===== src/verilog/aim_pkg.sv =====
// Constants for the record-path input mix control registers.
// Assumes an 8-bit internal register port and a one-clock sample strobe.
package aim_pkg;

	localparam int AIM_ADDR_W = 7;
	localparam int AIM_DATA_W = 8;
	localparam int AIM_GAIN_W = 7;
	localparam int AIM_ATT_W = 5;

	// Register offsets
	localparam logic [6:0] AIM_OFS_AUX_MIC_RIGHT = 7'h12;
	localparam logic [6:0] AIM_OFS_LINE_LEFT = 7'h13;

	// Reset values
	localparam logic [7:0] AIM_RST_AUX_MIC_RIGHT = 8'hFF;
	localparam logic [7:0] AIM_RST_LINE_LEFT = 8'h78;

	// Field positions, aux mic to right mix
	localparam int AIM_AUXL_LSB = 4;
	localparam int AIM_AUXR_LSB = 0;
	// Field positions, line input to left mix
	localparam int AIM_DIFF_BIT = 7;
	localparam int AIM_LINEL_LSB = 3;
	localparam int AIM_PWR_BIT = 2;
	localparam int AIM_STEP_LSB = 0;

	// Level codes
	localparam logic [3:0] AIM_LVL_MAX_ATT = 4'h8;
	localparam logic [3:0] AIM_LVL_OFF = 4'hF;
	// Attenuation per code in half-dB units (1.5 dB)
	localparam logic [4:0] AIM_ATT_PER_CODE = 5'h03;

	// Soft-step rate codes
	typedef enum logic [1:0] {
		AIM_STEP_EVERY_FS = 2'h0,
		AIM_STEP_EVERY_2FS = 2'h1,
		AIM_STEP_OFF_A = 2'h2,
		AIM_STEP_OFF_B = 2'h3
	} aim_step_t;

	// Gain code ceiling, 59.5 dB in half-dB steps
	localparam logic [6:0] AIM_GAIN_MAX = 7'h77;
	localparam logic [6:0] AIM_GAIN_RST = 7'h00;

endpackage


===== src/verilog/aim_gain_walker.sv =====
// Left ADC gain-stage soft-stepper.
// Assumes fs_tick is a one-cycle strobe on clk, once per sample period.
`timescale 1ns/1ns
`default_nettype none
module aim_gain_walker
	import aim_pkg::*;
#(
	parameter int GAIN_W = AIM_GAIN_W
) (
	input wire logic clk,
	input wire logic rst_b,
	input wire aim_step_t rate,
	input wire logic fs_tick,
	input wire logic [GAIN_W-1:0] target,
	output logic [GAIN_W-1:0] gain,
	output logic settled
);

	logic [GAIN_W-1:0] gain_r;
	logic [GAIN_W-1:0] gain_nxt;
	logic half_r;
	logic half_nxt;
	logic [GAIN_W-1:0] goal;
	logic step_now;

	always_comb begin
		// Gain saturates at the ceiling code
		goal = (target > AIM_GAIN_MAX) ? AIM_GAIN_MAX : target;
		half_nxt = half_r;
		step_now = 1'b0;
		unique case (rate)
			AIM_STEP_EVERY_FS: begin
				step_now = fs_tick;
				half_nxt = 1'b0;
			end
			AIM_STEP_EVERY_2FS: begin
				if (fs_tick) begin
					half_nxt = ~half_r;
					step_now = half_r;
				end
			end
			AIM_STEP_OFF_A, AIM_STEP_OFF_B: begin
				half_nxt = 1'b0;
			end
		endcase
		gain_nxt = gain_r;
		if (rate == AIM_STEP_OFF_A || rate == AIM_STEP_OFF_B) begin
			gain_nxt = goal;
		end else if (step_now) begin
			if (gain_r < goal) begin
				gain_nxt = gain_r + 1'b1;
			end else if (gain_r > goal) begin
				gain_nxt = gain_r - 1'b1;
			end
		end
	end

	always_ff @(posedge clk or negedge rst_b) begin
		if (!rst_b) begin
			gain_r <= AIM_GAIN_RST;
			half_r <= 1'b0;
		end else begin
			gain_r <= gain_nxt;
			half_r <= half_nxt;
		end
	end

	assign gain = gain_r;
	assign settled = (gain_r == goal);

endmodule
`default_nettype wire


===== src/verilog/aim_mix_regs.sv =====
// Record-path input mix control registers and their decoded controls.
// Assumes a single-clock internal register port driven by the control-bus front end.
`timescale 1ns/1ns
`default_nettype none
module aim_mix_regs
	import aim_pkg::*;
#(
	parameter int ADDR_W = AIM_ADDR_W,
	parameter int DATA_W = AIM_DATA_W,
	parameter int GAIN_W = AIM_GAIN_W
) (
	input wire logic clk,
	input wire logic rst_b,
	input wire logic [ADDR_W-1:0] reg_addr,
	input wire logic reg_wr,
	input wire logic [DATA_W-1:0] reg_wdata,
	input wire logic reg_rd,
	output logic [DATA_W-1:0] reg_rdata,
	output logic reg_rvalid,
	input wire logic fs_tick,
	input wire logic [GAIN_W-1:0] left_gain_target,
	output logic aux_mic_left_input_conn,
	output logic [AIM_ATT_W-1:0] aux_mic_left_input_att,
	output logic aux_mic_right_input_conn,
	output logic [AIM_ATT_W-1:0] aux_mic_right_input_att,
	output logic first_line_left_input_conn,
	output logic [AIM_ATT_W-1:0] first_line_left_input_att,
	output logic first_line_left_input_diff,
	output logic left_adc_power_up,
	output logic left_soft_step_on,
	output logic [GAIN_W-1:0] left_gain,
	output logic left_gain_settled,
	output logic reserved_code_seen
);

	// Connect decision for a level code
	function automatic logic lvl_conn(input logic [3:0] code);
		lvl_conn = (code <= AIM_LVL_MAX_ATT);
	endfunction

	// Attenuation in half-dB units, zero when not connected
	function automatic logic [AIM_ATT_W-1:0] lvl_att(input logic [3:0] code);
		logic [7:0] prod;
		prod = 8'({4'h0, code}) * 8'({3'h0, AIM_ATT_PER_CODE});
		lvl_att = lvl_conn(code) ? prod[AIM_ATT_W-1:0] : '0;
	endfunction

	// Reserved code detect
	function automatic logic lvl_rsvd(input logic [3:0] code);
		lvl_rsvd = (code > AIM_LVL_MAX_ATT) && (code != AIM_LVL_OFF);
	endfunction

	logic [DATA_W-1:0] aux_mic_to_right_mix_r;
	logic [DATA_W-1:0] aux_mic_to_right_mix_nxt;
	logic [DATA_W-1:0] line_in_left_mix_power_step_r;
	logic [DATA_W-1:0] line_in_left_mix_power_step_nxt;
	logic [DATA_W-1:0] rdata_r;
	logic [DATA_W-1:0] rdata_nxt;
	logic rvalid_r;
	logic rvalid_nxt;
	logic rsvd_r;
	logic rsvd_nxt;

	logic [3:0] auxl_code;
	logic [3:0] auxr_code;
	logic [3:0] linel_code;
	aim_step_t step_rate;
	logic hit_aux;
	logic hit_line;

	assign hit_aux = (reg_addr == AIM_OFS_AUX_MIC_RIGHT[ADDR_W-1:0]);
	assign hit_line = (reg_addr == AIM_OFS_LINE_LEFT[ADDR_W-1:0]);

	assign auxl_code = aux_mic_to_right_mix_r[AIM_AUXL_LSB +: 4];
	assign auxr_code = aux_mic_to_right_mix_r[AIM_AUXR_LSB +: 4];
	assign linel_code = line_in_left_mix_power_step_r[AIM_LINEL_LSB +: 4];
	assign step_rate = aim_step_t'(line_in_left_mix_power_step_r[AIM_STEP_LSB +: 2]);

	// Register writes and read port
	always_comb begin
		aux_mic_to_right_mix_nxt = aux_mic_to_right_mix_r;
		line_in_left_mix_power_step_nxt = line_in_left_mix_power_step_r;
		rsvd_nxt = rsvd_r;
		if (reg_wr && hit_aux) begin
			aux_mic_to_right_mix_nxt = reg_wdata;
			rsvd_nxt = rsvd_r | lvl_rsvd(reg_wdata[AIM_AUXL_LSB +: 4])
				| lvl_rsvd(reg_wdata[AIM_AUXR_LSB +: 4]);
		end
		if (reg_wr && hit_line) begin
			line_in_left_mix_power_step_nxt = reg_wdata;
			rsvd_nxt = rsvd_r | lvl_rsvd(reg_wdata[AIM_LINEL_LSB +: 4]);
		end
		rvalid_nxt = reg_rd;
		rdata_nxt = rdata_r;
		if (reg_rd) begin
			if (hit_aux) begin
				rdata_nxt = aux_mic_to_right_mix_r;
			end else if (hit_line) begin
				rdata_nxt = line_in_left_mix_power_step_r;
			end else begin
				rdata_nxt = '0;
			end
		end
	end

	always_ff @(posedge clk or negedge rst_b) begin
		if (!rst_b) begin
			aux_mic_to_right_mix_r <= AIM_RST_AUX_MIC_RIGHT;
			line_in_left_mix_power_step_r <= AIM_RST_LINE_LEFT;
			rdata_r <= '0;
			rvalid_r <= 1'b0;
			rsvd_r <= 1'b0;
		end else begin
			aux_mic_to_right_mix_r <= aux_mic_to_right_mix_nxt;
			line_in_left_mix_power_step_r <= line_in_left_mix_power_step_nxt;
			rdata_r <= rdata_nxt;
			rvalid_r <= rvalid_nxt;
			rsvd_r <= rsvd_nxt;
		end
	end

	assign reg_rdata = rdata_r;
	assign reg_rvalid = rvalid_r;
	assign reserved_code_seen = rsvd_r;

	assign aux_mic_left_input_conn = lvl_conn(auxl_code);
	assign aux_mic_left_input_att = lvl_att(auxl_code);
	// and code 1111 leaves connect low via lvl_conn

	assign aux_mic_right_input_conn = lvl_conn(auxr_code);
	assign aux_mic_right_input_att = lvl_att(auxr_code);

	assign first_line_left_input_conn = lvl_conn(linel_code);
	assign first_line_left_input_att = lvl_att(linel_code);
	assign first_line_left_input_diff = line_in_left_mix_power_step_r[AIM_DIFF_BIT];
	assign left_adc_power_up = line_in_left_mix_power_step_r[AIM_PWR_BIT];
	// stepping enabled only for 00 and 01
	assign left_soft_step_on = (step_rate == AIM_STEP_EVERY_FS)
		|| (step_rate == AIM_STEP_EVERY_2FS);

	aim_gain_walker #(
		.GAIN_W(GAIN_W)
	) u_walker (
		.clk(clk),
		.rst_b(rst_b),
		.rate(step_rate),
		.fs_tick(fs_tick),
		.target(left_gain_target),
		.gain(left_gain),
		.settled(left_gain_settled)
	);

endmodule
`default_nettype wire


===== config.mk =====
export PLATFORM = sky130hd
export DESIGN_NAME = aim_mix_regs
export DESIGN_NICKNAME = d
export VERILOG_FILES = /design/src/verilog/aim_pkg.sv /design/src/verilog/aim_gain_walker.sv /design/src/verilog/aim_mix_regs.sv
export SDC_FILE = /design/constraint.sdc
export NUM_CORES = 1
export LEC_CHECK = 0
export BUFFER_PORTS_ARGS = -buffer_cell sky130_fd_sc_hd__clkbuf_2
export CAP_MARGIN = 20
export CORE_MARGIN = 2
export CORE_UTILIZATION = 52
export DETAILED_ROUTE_END_ITERATION = 10
export PLACE_DENSITY = 0.79
export SETUP_SLACK_MARGIN = 0.1
export SLEW_MARGIN = 20
export SYNTH_ARGS = -nofsm -noshare
export SYNTH_HDL_FRONTEND = slang
export SYNTH_HIERARCHICAL = 1
export SYNTH_SLANG_ARGS = --single-unit

===== constraint.sdc =====
create_clock -name clk -period 3.5 [get_ports clk]
set_clock_uncertainty 0.2 [all_clocks]
set_input_delay 0.7 -clock clk [delete_from_list [all_inputs] [get_ports clk]]
set_output_delay 0.7 -clock clk [all_outputs]
set_load 0.02 [all_outputs]

== Word-level counts from Yosys, hierarchy flattened ==
Index checks and enable logic that the tools add are counted.
Widths: inputs -> output; s select.
Storage, ports and cells
  word-level logic and storage cells: 64
  input port bits: 27
  flip-flop bits (word level): 34
  output and inout port bits: 39
Cells by class
  eq/ne operators: 10
  add/sub/neg operators: 2
  muxes and demuxes: 16
  bitwise logic cells: 4
  order comparisons: 9
  reductions and logical operators: 13
  multiply operators: 3
Operator list (count)
  $mux 7: 5
  $mux 8: 2
  $mul 4x2->5 const B: 3
  $mux 5: 3
  $eq 7x5->1 const B: 2
  $gt 4x4->1 const B: 3
  $le 4x4->1 const B: 3
  $ne 4x4->1 const B: 3
  $add 7x1->7 const B: 1
  $eq 7x7->1: 1
  $gt 7x7->1: 1
  $gt 7x7->1 const B: 1
  $lt 7x7->1: 1
  $sub 7x1->7 const B: 1
  $logic_and 1x1->1: 5
  $eq 2x2->1 const B: 2
  $mux 1: 4
  $pmux 1 s2: 2
  $reduce_bool 2->1: 2
  $or 1x1->1: 3
  $reduce_bool 3->1: 1
  $reduce_or 3->1: 1
  $eq 2x1->1 const B: 1
  $logic_not 2->1: 1
  4 further kinds: 5

== Depth between registers and ports, before layout ==
Gate-level depths: netlist (run 1).
  depth after elaboration: 7
  mapped depth: 13
  depth with buffers taken out: 13

== Cells and area by module ==
The synthesis (run 1) kept the hierarchy.
By module, submodules not included
  aim_mix_regs: cells each 166, times used 1, sequential area each 665.6 um^2, area each 1669.1 um^2
  aim_gain_walker: cells each 98, times used 1, sequential area each 200.2 um^2, area each 870.8 um^2

== Least setup slack after synthesis (run 1) ==
No wires, ideal clock.
  path kind: input to register
  from: input port left_gain_target[5]
  to: register u_walker.gain_r[6], in the netlist u_walker/gain[6]
  data required time: 3168 ps
  path slack: -103 ps
  library setup time: 132 ps
  buffers on the path: 0
  stages on the path: 13
  arrival time: 3272 ps
  cell sequence: inv_1 > nor3_1 > nor2_1 > ha_1 > a21oi_2 > a21o_2 > nand2_1 > fa_1 > a211oi_1 > o21a_1 > a2bb2oi_1 > nor3_1 > or3b_1
Between the ends
  word-level cells in the longest chain between the ends: 6
  elaborated cells between the ends (all ways): 9
  those cells by class: order compare (3); mux (4); reduce/logical (2)
Ends and longest elaborated chain
  start, declared: line aim_mix_regs.sv:21  | input wire logic [GAIN_W-1:0] left_gain_target,
  $gt 7x7->1: line aim_gain_walker.sv:28  | goal = (target > AIM_GAIN_MAX) ? AIM_GAIN_MAX : target;
  $mux 7 *: line aim_gain_walker.sv:28
  $lt 7x7->1: line aim_gain_walker.sv:50  | if (gain_r < goal) begin
  $mux 7: line aim_gain_walker.sv:50
  $mux 7: line aim_gain_walker.sv:49  | end else if (step_now) begin
  $mux 7: line aim_gain_walker.sv:47  | if (rate == AIM_STEP_OFF_A || rate == AIM_STEP_OFF_B) begin
  end signal, assigned: line aim_gain_walker.sv:63  | gain_r <= gain_nxt;
  end, declared: line aim_gain_walker.sv:19  | logic [GAIN_W-1:0] gain_r;
Mark *: on every way between the ends. The rest lies on a longest branch, timed or not. The select of a mux whose other input is x is not followed.
A chain may end at the register's enable or synchronous reset.

== Worst setup path after layout (run 1) ==
Ends and elaborated chain as after synthesis.

==> results of run 1 <==
==> worst max-delay path, cell delays in order <==
cell	delay (ps)
buf_8	90
inv_6	40
nor3_4	180
nor2_1	70
ha_1	330
a21oi_2	220
a21o_2	190
nand2_4	90
fa_2	390
a211oi_2	220
o21a_1	210
nor4_4	70
o211ai_1	190
or3b_1	360
==> repair_timing <==
action,in CTS,in global routing
hold buffers,0,0
setup endpoints to repair,0,2
resized for setup,0,16
buffers inserted,0,3
==> layer usage <==
metal	up-vias	part of all wire [%]	global-route usage, %
li1	1079	-	-
met1	1018	44	31.9
met2	72	49	39.1
met3	9	5.0	3.84
met4	0	1.5	8.08
met5	-	0	0
==> cell type report <==
class                   instances  area (um^2)
flip-flops and latches         34          866
inverters                      27          106
well taps                      67         83.8
repair buffers                 78          452
multi-input cells             198         1620
clock inverters                 1         5.00
clock buffers                   7         86.3
fillers                       380         1510
==> path summary, 6_finish.rpt <==
check	startpoint	to	slack, ps	cells past startpoint
max	left_gain_target[5]	u_walker/gain[6]	130	14
min	rst_b	reg_rdata[5]	290	1
max reg2reg	u_walker/gain[4]	u_walker/gain[6]	370	10
min reg2reg	reg_rdata[1]	reg_rdata[1]	330	2
max in group asynchronous	rst_b	u_walker/half_r	2290	1
min in group clk	reg_rdata[1]	reg_rdata[1]	330	2
==> registers in the layout, summed over array words and instances, names as in the netlist <==
signal                         cells
u_walker/gain                      7
reserved_code_seen                 1
reg_rvalid                         1
reg_rdata                          8
line_in_left_mix_power_step_r      8
aux_mic_to_right_mix_r             8
u_walker/half_r                    1
==> synthesized netlist by cell type, types with 2 or more instances <==
cell type	instances	area, um^2
dfstp_2	12	315
or3_1	2	12.5
nor2_1	17	63.8
nand3_1	9	45.0
ha_1	27	338
a211oi_1	2	15.0
a2bb2oi_1	2	17.5
xor2_1	5	43.8
a21boi_0	3	22.5
a21oi_2	3	26.3
fa_1	4	80.1
o22ai_1	8	50.1
nand4_2	2	25.0
o21a_1	2	15.0
a21oi_1	9	45.0
o21ai_0	11	55.1
o21ai_1	7	35.0
a21o_1	2	15.0
dfrtp_1	22	551
clkbuf_1	5	18.8
mux2i_1	7	70.1
xnor2_1	4	35.0
nor2b_1	7	43.8
nand2_1	24	90.1
nand2b_1	4	25.0
inv_1	27	101
mux2_2	18	203
nor3_1	4	20.0
==> stage by stage <==
step	setup WS, ps	TNS, ps	hold WS (ps)
finish	126	0	289
CTS	153	0	312
detailed placement	-153	-197	323
global placement	-14.9	-14.9	319
floorplan	104	0	204
global route	25.6	0	356
==> logic make-up after synthesis <==
family	after synthesis	share of synthesized area [%]
xor+xnor	9	3.10
mux	25	10.7
flops	34	34.1
simple gates	76	15.9
buf+inv	32	4.73
fa+ha+maj	31	16.5
compound gates	57	15.0
==> power by group through the flow <==
stage / clock (uW) / sequential (uW) / combinational [uW]
final: 304 / 565 / 1240
after global placement: 0 / 569 / 1120
after floorplan: 0 / 596 / 804
after global routing: 332 / 574 / 1350
after CTS: 313 / 563 / 1180
after detailed placement: 0 / 571 / 1170
==> impl_results.md, run 1 <==
* Vias per cell at 5.29
* DP Area at between 3000 and 4000 um^2
* Num CTS Buffers at 5
* Drt pass-1 iters at 4
* Int Power at between 1000 and 1500 uW
* Power Dens Cells at 655 nW/um^2
* Min-delay worst type: primary input to asynchronous set/reset pin
* Die area at approximately 5500 um^2
* Post-Syn Instances at 264
* Antenna cell count at 0
* Total grt overflow at 0
* Commonest non-fill, non-tap cell in the layout: clkbuf_2
* Total Wirelength at slightly above 6000 um
* First-pass GRT wire length at ~9800 um
* Post-layout util at 68.1%
* Count of final hold-check violations at 0
* Post-synthesis sequential area ratio at 34.1%
* Fin cells at about 400
* Post-synth cell types at 43
* Core Region at 4720 um^2
* Crit path kind: primary input to register
* Clk pwr share at 14.4%
* Cell area after layout at 3220 um^2
* Post-synth ARST share at 100%
* Sequential power share at 26.9%
* Initial antenna violation count at 0
* Ports at between 60 and 70
* GRT Total Usage at a little under a quarter
* Share of layout cells above drive strength 1 at 40.0%
* CP max FO at 6
* Unrepaired setup endpoints after global routing: true
* PortBufs at 65
* Die H at 73.9 um
* Post-Syn Nets at 322
* CTS tree: built
* Leak at around 0.0016 uW
* Largest net degree at the start of global routing at 35
* Vias in the first global route at 2111
* Cell area after synthesis at 2540 um^2
* Crit. End Element: register
* Period minus WS final at around 3400 ps
* Yosys reg bits at 34
* Top_reg_cell synth: dfrtp_1
* DP Wirelength at 4710 um
* Final ANT Viol Nets at 0
* Final Setup Violations at 0
* CTS Sinks at 34
* Combinational fraction of design power at 58.7%
* Nets@finish at 402
* Slew @ Worst Pin at 829 ps
* Synth warn at 6
* Area Overhead vs Synth at 26.6%
* Critical Path AT at about 3400 ps
* Slew Limit Fails at 0
* Site Rows at 25
* CTS max path bufs at 2
* Post-Syn Area per Cell at ~9.6 um^2
* Outcome: finished, final reports clean
* Vias at 2178
* Fmax at 0.296 GHz
* Nature of the critical path startpoint: primary input
* Clk_lat worst skew at 300 ps
* Routed len/inst at between 10 and 15 um
* CTS clk-pin slew, worst paths at 70 ps
* Commonest non-fill, non-tap cells in the layout: 61 x clkbuf_2, 26 x ha_1, 25 x inv_1
* Inst Count DP at 401
* Final Wtd Congestion at 0.860
* H-tree levels at 2
* Slew Limit Headroom at 44.7%
* Sw power at 904 uW
* Sw Share at between 40% and 50%
* Fin crit share at 96.4%
* Starting Density at 53.8%
* Maximum vdd drop at roughly 0.35 mV
* DRT iter0 DRCs at 160
* EDFF count, synth at 0
* # DRC at 0
* MaxCap Viol Count at 0
* Total power draw at 2100 uW
* CP required at 3480 ps
* Root buffer cell: clkbuf_8
* Die Wd at around 74 um
Note: power is estimated with default switching activity, not from simulation.
==> run 2, diff against run 1 <==
--- a/config.mk
+++ b/config.mk
@@ -10,6 +10,7 @@
 export CORE_MARGIN = 2
 export CORE_UTILIZATION = 52
 export DETAILED_ROUTE_END_ITERATION = 10
+export GPL_TIMING_DRIVEN = 0
 export PLACE_DENSITY = 0.79
 export SETUP_SLACK_MARGIN = 0.1
 export SLEW_MARGIN = 20
==> run 2 against run 1 <==
Non-clock buffer count shrank 2. Routed wire length down 8.1%. Fmax fell by 1.1%. First-iteration DRC count fell by 44%. Register-to-register slack got worse by 30 ps. Cell count fell by 0.49%. Largest cell class unchanged.
==> impl_results.md, run 2 (synthesized netlist as in run 1, its figures left out) <==
* Nets@finish at 400 (-0.50%)
* Unrepaired setup endpoints after global routing: true
* RR Endpoint: u_walker/gain[6]
* Commonest non-fill, non-tap cells in the layout: 61 x clkbuf_2, 26 x inv_1, 24 x ha_1
* Min-delay worst type: primary input to asynchronous set/reset pin
* Slew Limit Fails at 0 (unchanged)
* Reg2Reg Depth at 11 (+1)
* Critical Path AT at 3370 ps (+20 ps)
* Die Wd at 73.9 um (unchanged)
* DRT iter0 DRCs at 90 (-44%)
* Vias at 2134 (-2.0%)
* Clk_lat worst skew at 290 ps (about the same)
* Slew Limit Headroom at 43.9% (-0.82 points)
* Largest net degree at the start of global routing at 35 (unchanged)
* CTS tree: built
* MaxCap Viol Count at 0 (unchanged)
* Share of layout cells above drive strength 1 at 38.5% (-1.5 points)
* Ports at 66 (unchanged)
* GRT Total Usage at 22.0% (-1.9 points)
* CTS max path bufs at 2 (unchanged)
* DP Wirelength at 4300 um (-8.7%)
* Maximum vdd drop at 0.357 mV (+2.6%)
* Fill count at 360 (-5.3%)
* Final ANT Viol Nets at 0 (unchanged)
* PortBufs at 64 (-1.5%)
* Dpl ws at -352 ps (-199 ps)
* Routed len/inst at 13.8 um (-7.6%)
* Initial antenna violation count at 0 (unchanged)
* Root buffer cell: clkbuf_8
* H-tree levels at 2 (unchanged)
* Period minus WS final at 3410 ps (+39.3 ps)
* CP max FO at 6 (unchanged)
* Drt pass-1 iters at 4 (unchanged)
* Commonest non-fill, non-tap cell in the layout: clkbuf_2
* CP required at 3460 ps (-20 ps)
* CTS clk-pin slew, worst paths at 70 ps (about the same)
* Num CTS Buffers at 5 (unchanged)
* First-pass GRT wire length at 9120 um (-6.6%)
* Register area at 866 um^2 (unchanged)
* Crit path kind: primary input to register
* Power Dens Cells at 656 nW/um^2 (+0.23%)
* Slew @ Worst Pin at 841 ps (+12.4 ps)
* Cts hold-fix bufs at 0 (unchanged)
* GR Util met1 at 31.8% (-0.11 points)
* Total Wirelength at 5680 um (-8.1%)
* Worst r2r src: u_walker/gain[4]
* Cell area after layout at 3210 um^2 (-0.27%)
* Die H at 73.9 um (unchanged)
* Fin Setup TNS at 0 ps (unchanged)
* Met2 usage at 33.6% (-5.5 points)
* Crit-path cells: buf_8, nand2_4, nor3_4, nor2_1, ha_1, a21oi_2, a21o_2, nand2_4, buf_4, ha_4, a211oi_2, o21a_1, nor4_4, nor3_1, or3b_1
* Antenna cell count at 0 (unchanged)
* Vias per cell at 5.20 (-1.5%)
* Total grt overflow at 0 (unchanged)
* Cell family with most CP delay: simple AND/OR/NAND/NOR gates
* CTS Sinks at 34 (unchanged)
* Core Region at 4720 um^2 (unchanged)
* CP peak stage delay at 380 ps (about the same)
* Post-layout util at 67.9% (-0.19 points)
* DP Area at 2990 um^2 (-2.0%)
* Fin cells at 410 (-0.49%)
* Nature of the critical path startpoint: primary input
* Area Overhead vs Synth at 26.3%
* Die area at 5460 um^2 (unchanged)
* Outcome: finished, final reports clean
* Crit. End Element: register
* Fin crit share at 97.5% (+1.1 points)
* Critical path buffer and inverter count at 2 (unchanged)
* GR peak layer: met2
* Site Rows at 25 (unchanged)
* Starting Density at 53.8% (unchanged)
* Final Wtd Congestion at 0.810 (-5.8%)
* Final Setup Violations at 0 (unchanged)
* Flop2flop setup slack at 340 ps (-30 ps)
* # DRC at 0 (unchanged)
* Worst setup margin at 86.9 ps (-39.3 ps)
* Vias in the first global route at 1929 (-8.6%)
* Leak at 0.00157 uW (-1.3%)
* Fmax at 0.293 GHz (-1.1%)
* Inst Count DP at 395 (-1.5%)
* Met3 usage at 3.98% (+0.14 points)
* Most frequent cell on the critical path: nand2_4
* Area taken by multi-input logic gates at 1650 um^2 (+1.9%)
* Slowest library cell on the worst path: or3b_1
* Count of final hold-check violations at 0 (unchanged)
[run 2: cell types whose count changed in the layout (fill, tap and decap cells not counted), sizes merged]
cell | previous run | this run
buf | 17 | 10
clkbuf | 68 | 73
[run 2: layer usage]
metal | up-vias | wire, um
li1 | 1081 | -
met1 | 995 | 2800
met2 | 46 | 2610
met3 | 12 | 193
met4 | 0 | 77
met5 | - | 0
[run 2: worst max-delay path by stage]
stage / start / end / slack [ps] / cells after the start
global route: left_gain_target[3] / u_walker/gain[6] / -20 / 15
floorplan: left_gain_target[4] / u_walker/gain[6] / 100 / 13
finish: left_gain_target[3] / u_walker/gain[6] / 90 / 15
CTS: left_gain_target[5] / u_walker/gain[6] / 110 / 14
global placement: left_gain_target[4] / u_walker/gain[6] / -300 / 14
detailed placement: left_gain_target[4] / u_walker/gain[6] / -350 / 14
[run 2: worst register-to-register path: cells and delay by family, from the launching register on]
kind / cells / cell delay, ps
buffers and inverters: 1 / 160
AND/OR/NAND/NOR: 4 / 850
flip-flops: 1 / 440
AO/OA/AOI/OAI: 4 / 720
adder cells (fa/ha/maj): 2 / 650
[run 2: what timing repair did]
action                     CTS  global route
buffers inserted             2             5
gates cloned                 0             0
pin swaps                    2            11
setup endpoints to repair    1             1
gates resized for setup      2            15
[run 2: power by group]
group / internal, uW / leakage (uW) / switching, uW
registers: 466 / 0.000412 / 95.4
clock network: 159 / 0.0000482 / 141
logic: 589 / 0.00111 / 654
total: 1210 / 0.00157 / 890
[run 2: through the flow]
stage	total power (uW)	hold slack [ps]
6_report	2100	309
5_1_grt	2260	330
4_1_cts	1990	330
3_5_place_dp	1650	319
3_3_place_gp	1610	321
2_1_floorplan	1400	204
[run 2: cell type report]
type | instances | share of cell area (%)
clock buffer | 7 | 2.69
clock inverter | 1 | 0.156
sequential | 34 | 27.0
tap | 67 | 2.61
buffer | 5 | 0.585
multi-input combinational | 198 | 51.3
timing repair buffer | 71 | 12.4
inverter | 27 | 3.16
==> run 3, diff against run 2 <==
--- a/config.mk
+++ b/config.mk
@@ -8,10 +8,10 @@
 export BUFFER_PORTS_ARGS = -buffer_cell sky130_fd_sc_hd__clkbuf_2
 export CAP_MARGIN = 20
 export CORE_MARGIN = 2
-export CORE_UTILIZATION = 52
+export CORE_UTILIZATION = 53
 export DETAILED_ROUTE_END_ITERATION = 10
 export GPL_TIMING_DRIVEN = 0
-export PLACE_DENSITY = 0.79
+export PLACE_DENSITY = 0.8
 export SETUP_SLACK_MARGIN = 0.1
 export SLEW_MARGIN = 20
 export SYNTH_ARGS = -nofsm -noshare
==> constraint.sdc (replaced) <==
create_clock -name clk -period 3.5 [get_ports clk]
set_clock_uncertainty 0.2 [all_clocks]
set_input_delay 0.175 -clock clk [delete_from_list [all_inputs] [get_ports clk]]
set_output_delay 0.175 -clock clk [all_outputs]
set_load 0.02 [all_outputs]
==> run 3 against run 2 <==
Register-to-register slack barely moved. Hold slack worse by 300 ps. Critical endpoint unchanged. Core utilization grew 0.43 points. Non-clock buffer count grew 6. First-iteration DRC count is 1.1% higher. Cell count fell by 1.7%. Clock-buffer cell count unchanged. Critical path type unchanged. Routed wire length grew 0.55%. Combinational power shrank 12%.
==> impl_results.md, run 3 (synthesized netlist as in run 1, its figures left out) <==
* Ports at 66 (unchanged)
* Power Dens Cells at 610 nW/um^2 (-7.1%)
* Sw power at 823 uW (-7.6%)
* Largest net degree at the start of global routing at 35 (unchanged)
* DRT iter0 DRCs at 91 (+1.1%)
* Int Power at 1120 uW (-7.8%)
* CP required at 3450 ps (about the same)
* Core Region at 4660 um^2 (-1.3%)
* Outcome: finished, final reports clean
* Starting Density at 54.5% (+0.72 points)
* First-pass GRT wire length at 9140 um (+0.23%)
* Slew Limit Fails at 0 (unchanged)
* Vias in the first global route at 2053 (+6.4%)
* Commonest non-fill, non-tap cell in the layout: clkbuf_2
* Nets@finish at 406 (+1.5%)
* Fin cells at 403 (-1.7%)
* Antenna cell count at 0 (unchanged)
* Period minus WS final at 3270 ps (-146 ps)
* CP peak stage delay at 530 ps (+150 ps)
* Num CTS Buffers at 5 (unchanged)
* # DRC at 0 (unchanged)
* Slew Limit Headroom at 45.8% (+1.9 points)
* Total Wirelength at 5710 um (+0.55%)
* Final Wtd Congestion at 0.835 (+3.1%)
* Area Overhead vs Synth at 25.4%
* RR Endpoint: u_walker/gain[6]
* Sequential power share at 28.6% (+1.9 points)
* CP max FO at 6 (unchanged)
* Final Setup Violations at 0 (unchanged)
* Nature of the critical path startpoint: primary input
* Die area at 5360 um^2 (-1.8%)
* CP startpoint: left_gain_target[2]
* Fmax at 0.306 GHz (+4.5%)
* Worst setup path end: u_walker/gain[6]
* CTS clk-pin slew, worst paths at 70 ps (about the same)
* Crit. End Element: register
* DP Wirelength at 4430 um (+2.9%)
* Maximum vdd drop at 0.353 mV (-1.1%)
* Sw Share at 42.4% (+0.074 points)
* MaxCap Viol Count at 0 (unchanged)
* Clk_lat worst skew at 280 ps (about the same)
* CTS tree: built
* H-tree levels at 2 (unchanged)
* CTS Sinks at 34 (unchanged)
* Drt pass-1 iters at 4 (unchanged)
* Leak at 0.00157 uW (+0.12%)
* Vias per cell at 5.45 (+4.7%)
* Crit-path cells: dlygate4sd3_1, clkbuf_2, nor2_1, ha_1, a21oi_2, a21o_2, nand2_2, fa_2, a211oi_1, o21a_1, a2bb2oi_2, nor3_1, or3b_1
* Crit path kind: primary input to register
* Vias at 2197 (+3.0%)
* Slowest library cell on the worst path: dlygate4sd3_1
* CTS max path bufs at 2 (unchanged)
* Worst r2r src: u_walker/gain[2]
* Initial antenna violation count at 0 (unchanged)
* Final ANT Viol Nets at 0 (unchanged)
* Commonest non-fill, non-tap cells in the layout: 64 x clkbuf_2, 27 x inv_1, 26 x ha_1
* Combinational fraction of design power at 56.4% (-2.7 points)
* Clk pwr share at 15.0% (+0.8 points)
* Routed len/inst at 14.2 um (+2.3%)
* Inst Count DP at 382 (-3.3%)
* GRT Total Usage at 21.8% (-0.14 points)
* PortBufs at 64 (unchanged)
* Total grt overflow at 0 (unchanged)
* Min-delay worst type: primary input to register
* Fin crit share at 93.3% (-4.2 points)
* Unrepaired setup endpoints after global routing: false
* Die H at 73.2 um (-0.90%)
* Total power draw at 1940 uW (-7.7%)
* Reg2Reg Depth at 10 (-1)
* Site Rows at 25 (unchanged)
* Die Wd at 73.2 um (-0.90%)
* Share of layout cells above drive strength 1 at 34.4% (-4.1 points)
* Count of final hold-check violations at 0 (unchanged)
* Root buffer cell: clkbuf_8
* Flop2flop setup slack at 330 ps (about the same)
* Slew @ Worst Pin at 813 ps (-28.9 ps)
* Critical Path AT at 3220 ps (-150 ps)
* Hold Crit Depth at 2
* Setup Buffers After CTS at 0 (-2)
run 3: cell types whose count changed in the layout (fill, tap and decap cells not counted), moves of 2 or more:
cell	before	now
ha_1	24	26
buf_4	7	0
clkbuf_2	61	64
buf_8	2	0
nand2_4	2	0
ha_4	3	1
dlygate4sd3_1	0	13
run 3: routing by layer:
layer / GRT usage (%) / wire length, um / up-vias
li1: - / - / 1087
met1: 27.7 / 2600 / 1046
met2: 37.9 / 2810 / 58
met3: 3.59 / 246 / 6
met4: 6.58 / 47 / 0
met5: 0 / 0 / -
run 3: cell type report:
class / instances / area [um^2]
Buffer: 5 / 18.8
Clock buffer: 7 / 86.3
Clock inverter: 1 / 5.00
Fill cell: 380 / 1480
Inverter: 27 / 101
Multi-Input combinational cell: 198 / 1590
Sequential cell: 34 / 866
Tap cell: 54 / 67.6
Timing Repair Buffer: 77 / 450
run 3: how the worst min path moves through the flow:
stage                 startpoint                          endpoint  slack, ps
floorplan                  rst_b  line_in_left_mix_power_step_r[0]       -320
global placement           rst_b  line_in_left_mix_power_step_r[2]        100
detailed placement        reg_rd                        reg_rvalid        110
CTS                 reg_wdata[3]         aux_mic_to_right_mix_r[3]        0.2
global route        reg_wdata[3]         aux_mic_to_right_mix_r[3]          8
finish              reg_wdata[3]         aux_mic_to_right_mix_r[3]         10
run 3: power groups by stage:
| stage | Combinational, uW | Clock [uW] | Sequential, uW |
|---|---|---|---|
| floorplan | 728 | 0 | 593 |
| global placement | 970 | 0 | 556 |
| detailed placement | 1010 | 0 | 559 |
| CTS | 1030 | 299 | 553 |
| global route | 1220 | 320 | 567 |
| finish | 1090 | 292 | 555 |
run 3: per-stage QoR:
| step | setup slack, ps | cell area, um^2 | TNS (ps) | util (%) | hold slack [ps] |
|---|---|---|---|---|---|
| floorplan | 422 | 2540 | 0 | - | -321 |
| global placement | -82.3 | 2930 | -82.3 | 62.8 | 102 |
| detailed placement | -126 | 2930 | -126 | 62.8 | 110 |
| CTS | 120 | 3150 | 0 | 67.6 | 0.152 |
| global route | 106 | 3180 | 0 | 68.3 | 8.37 |
| finish | 233 | 3180 | 0 | 68.3 | 10.9 |
run 3: worst max-delay path, delay by kind of cell:
kind / cells / cell delay, ps
AND/OR/NAND/NOR: 4 / 670
adder cells (fa/ha/maj): 2 / 670
AO/OA/AOI/OAI: 5 / 1060
buffers and inverters: 2 / 640
run 3: what timing repair did:
item	in CTS	in global routing
hold buffers	13	0
setup endpoints to repair	0	1
gates resized for setup	0	6
endpoints found under the hold margin	39	0
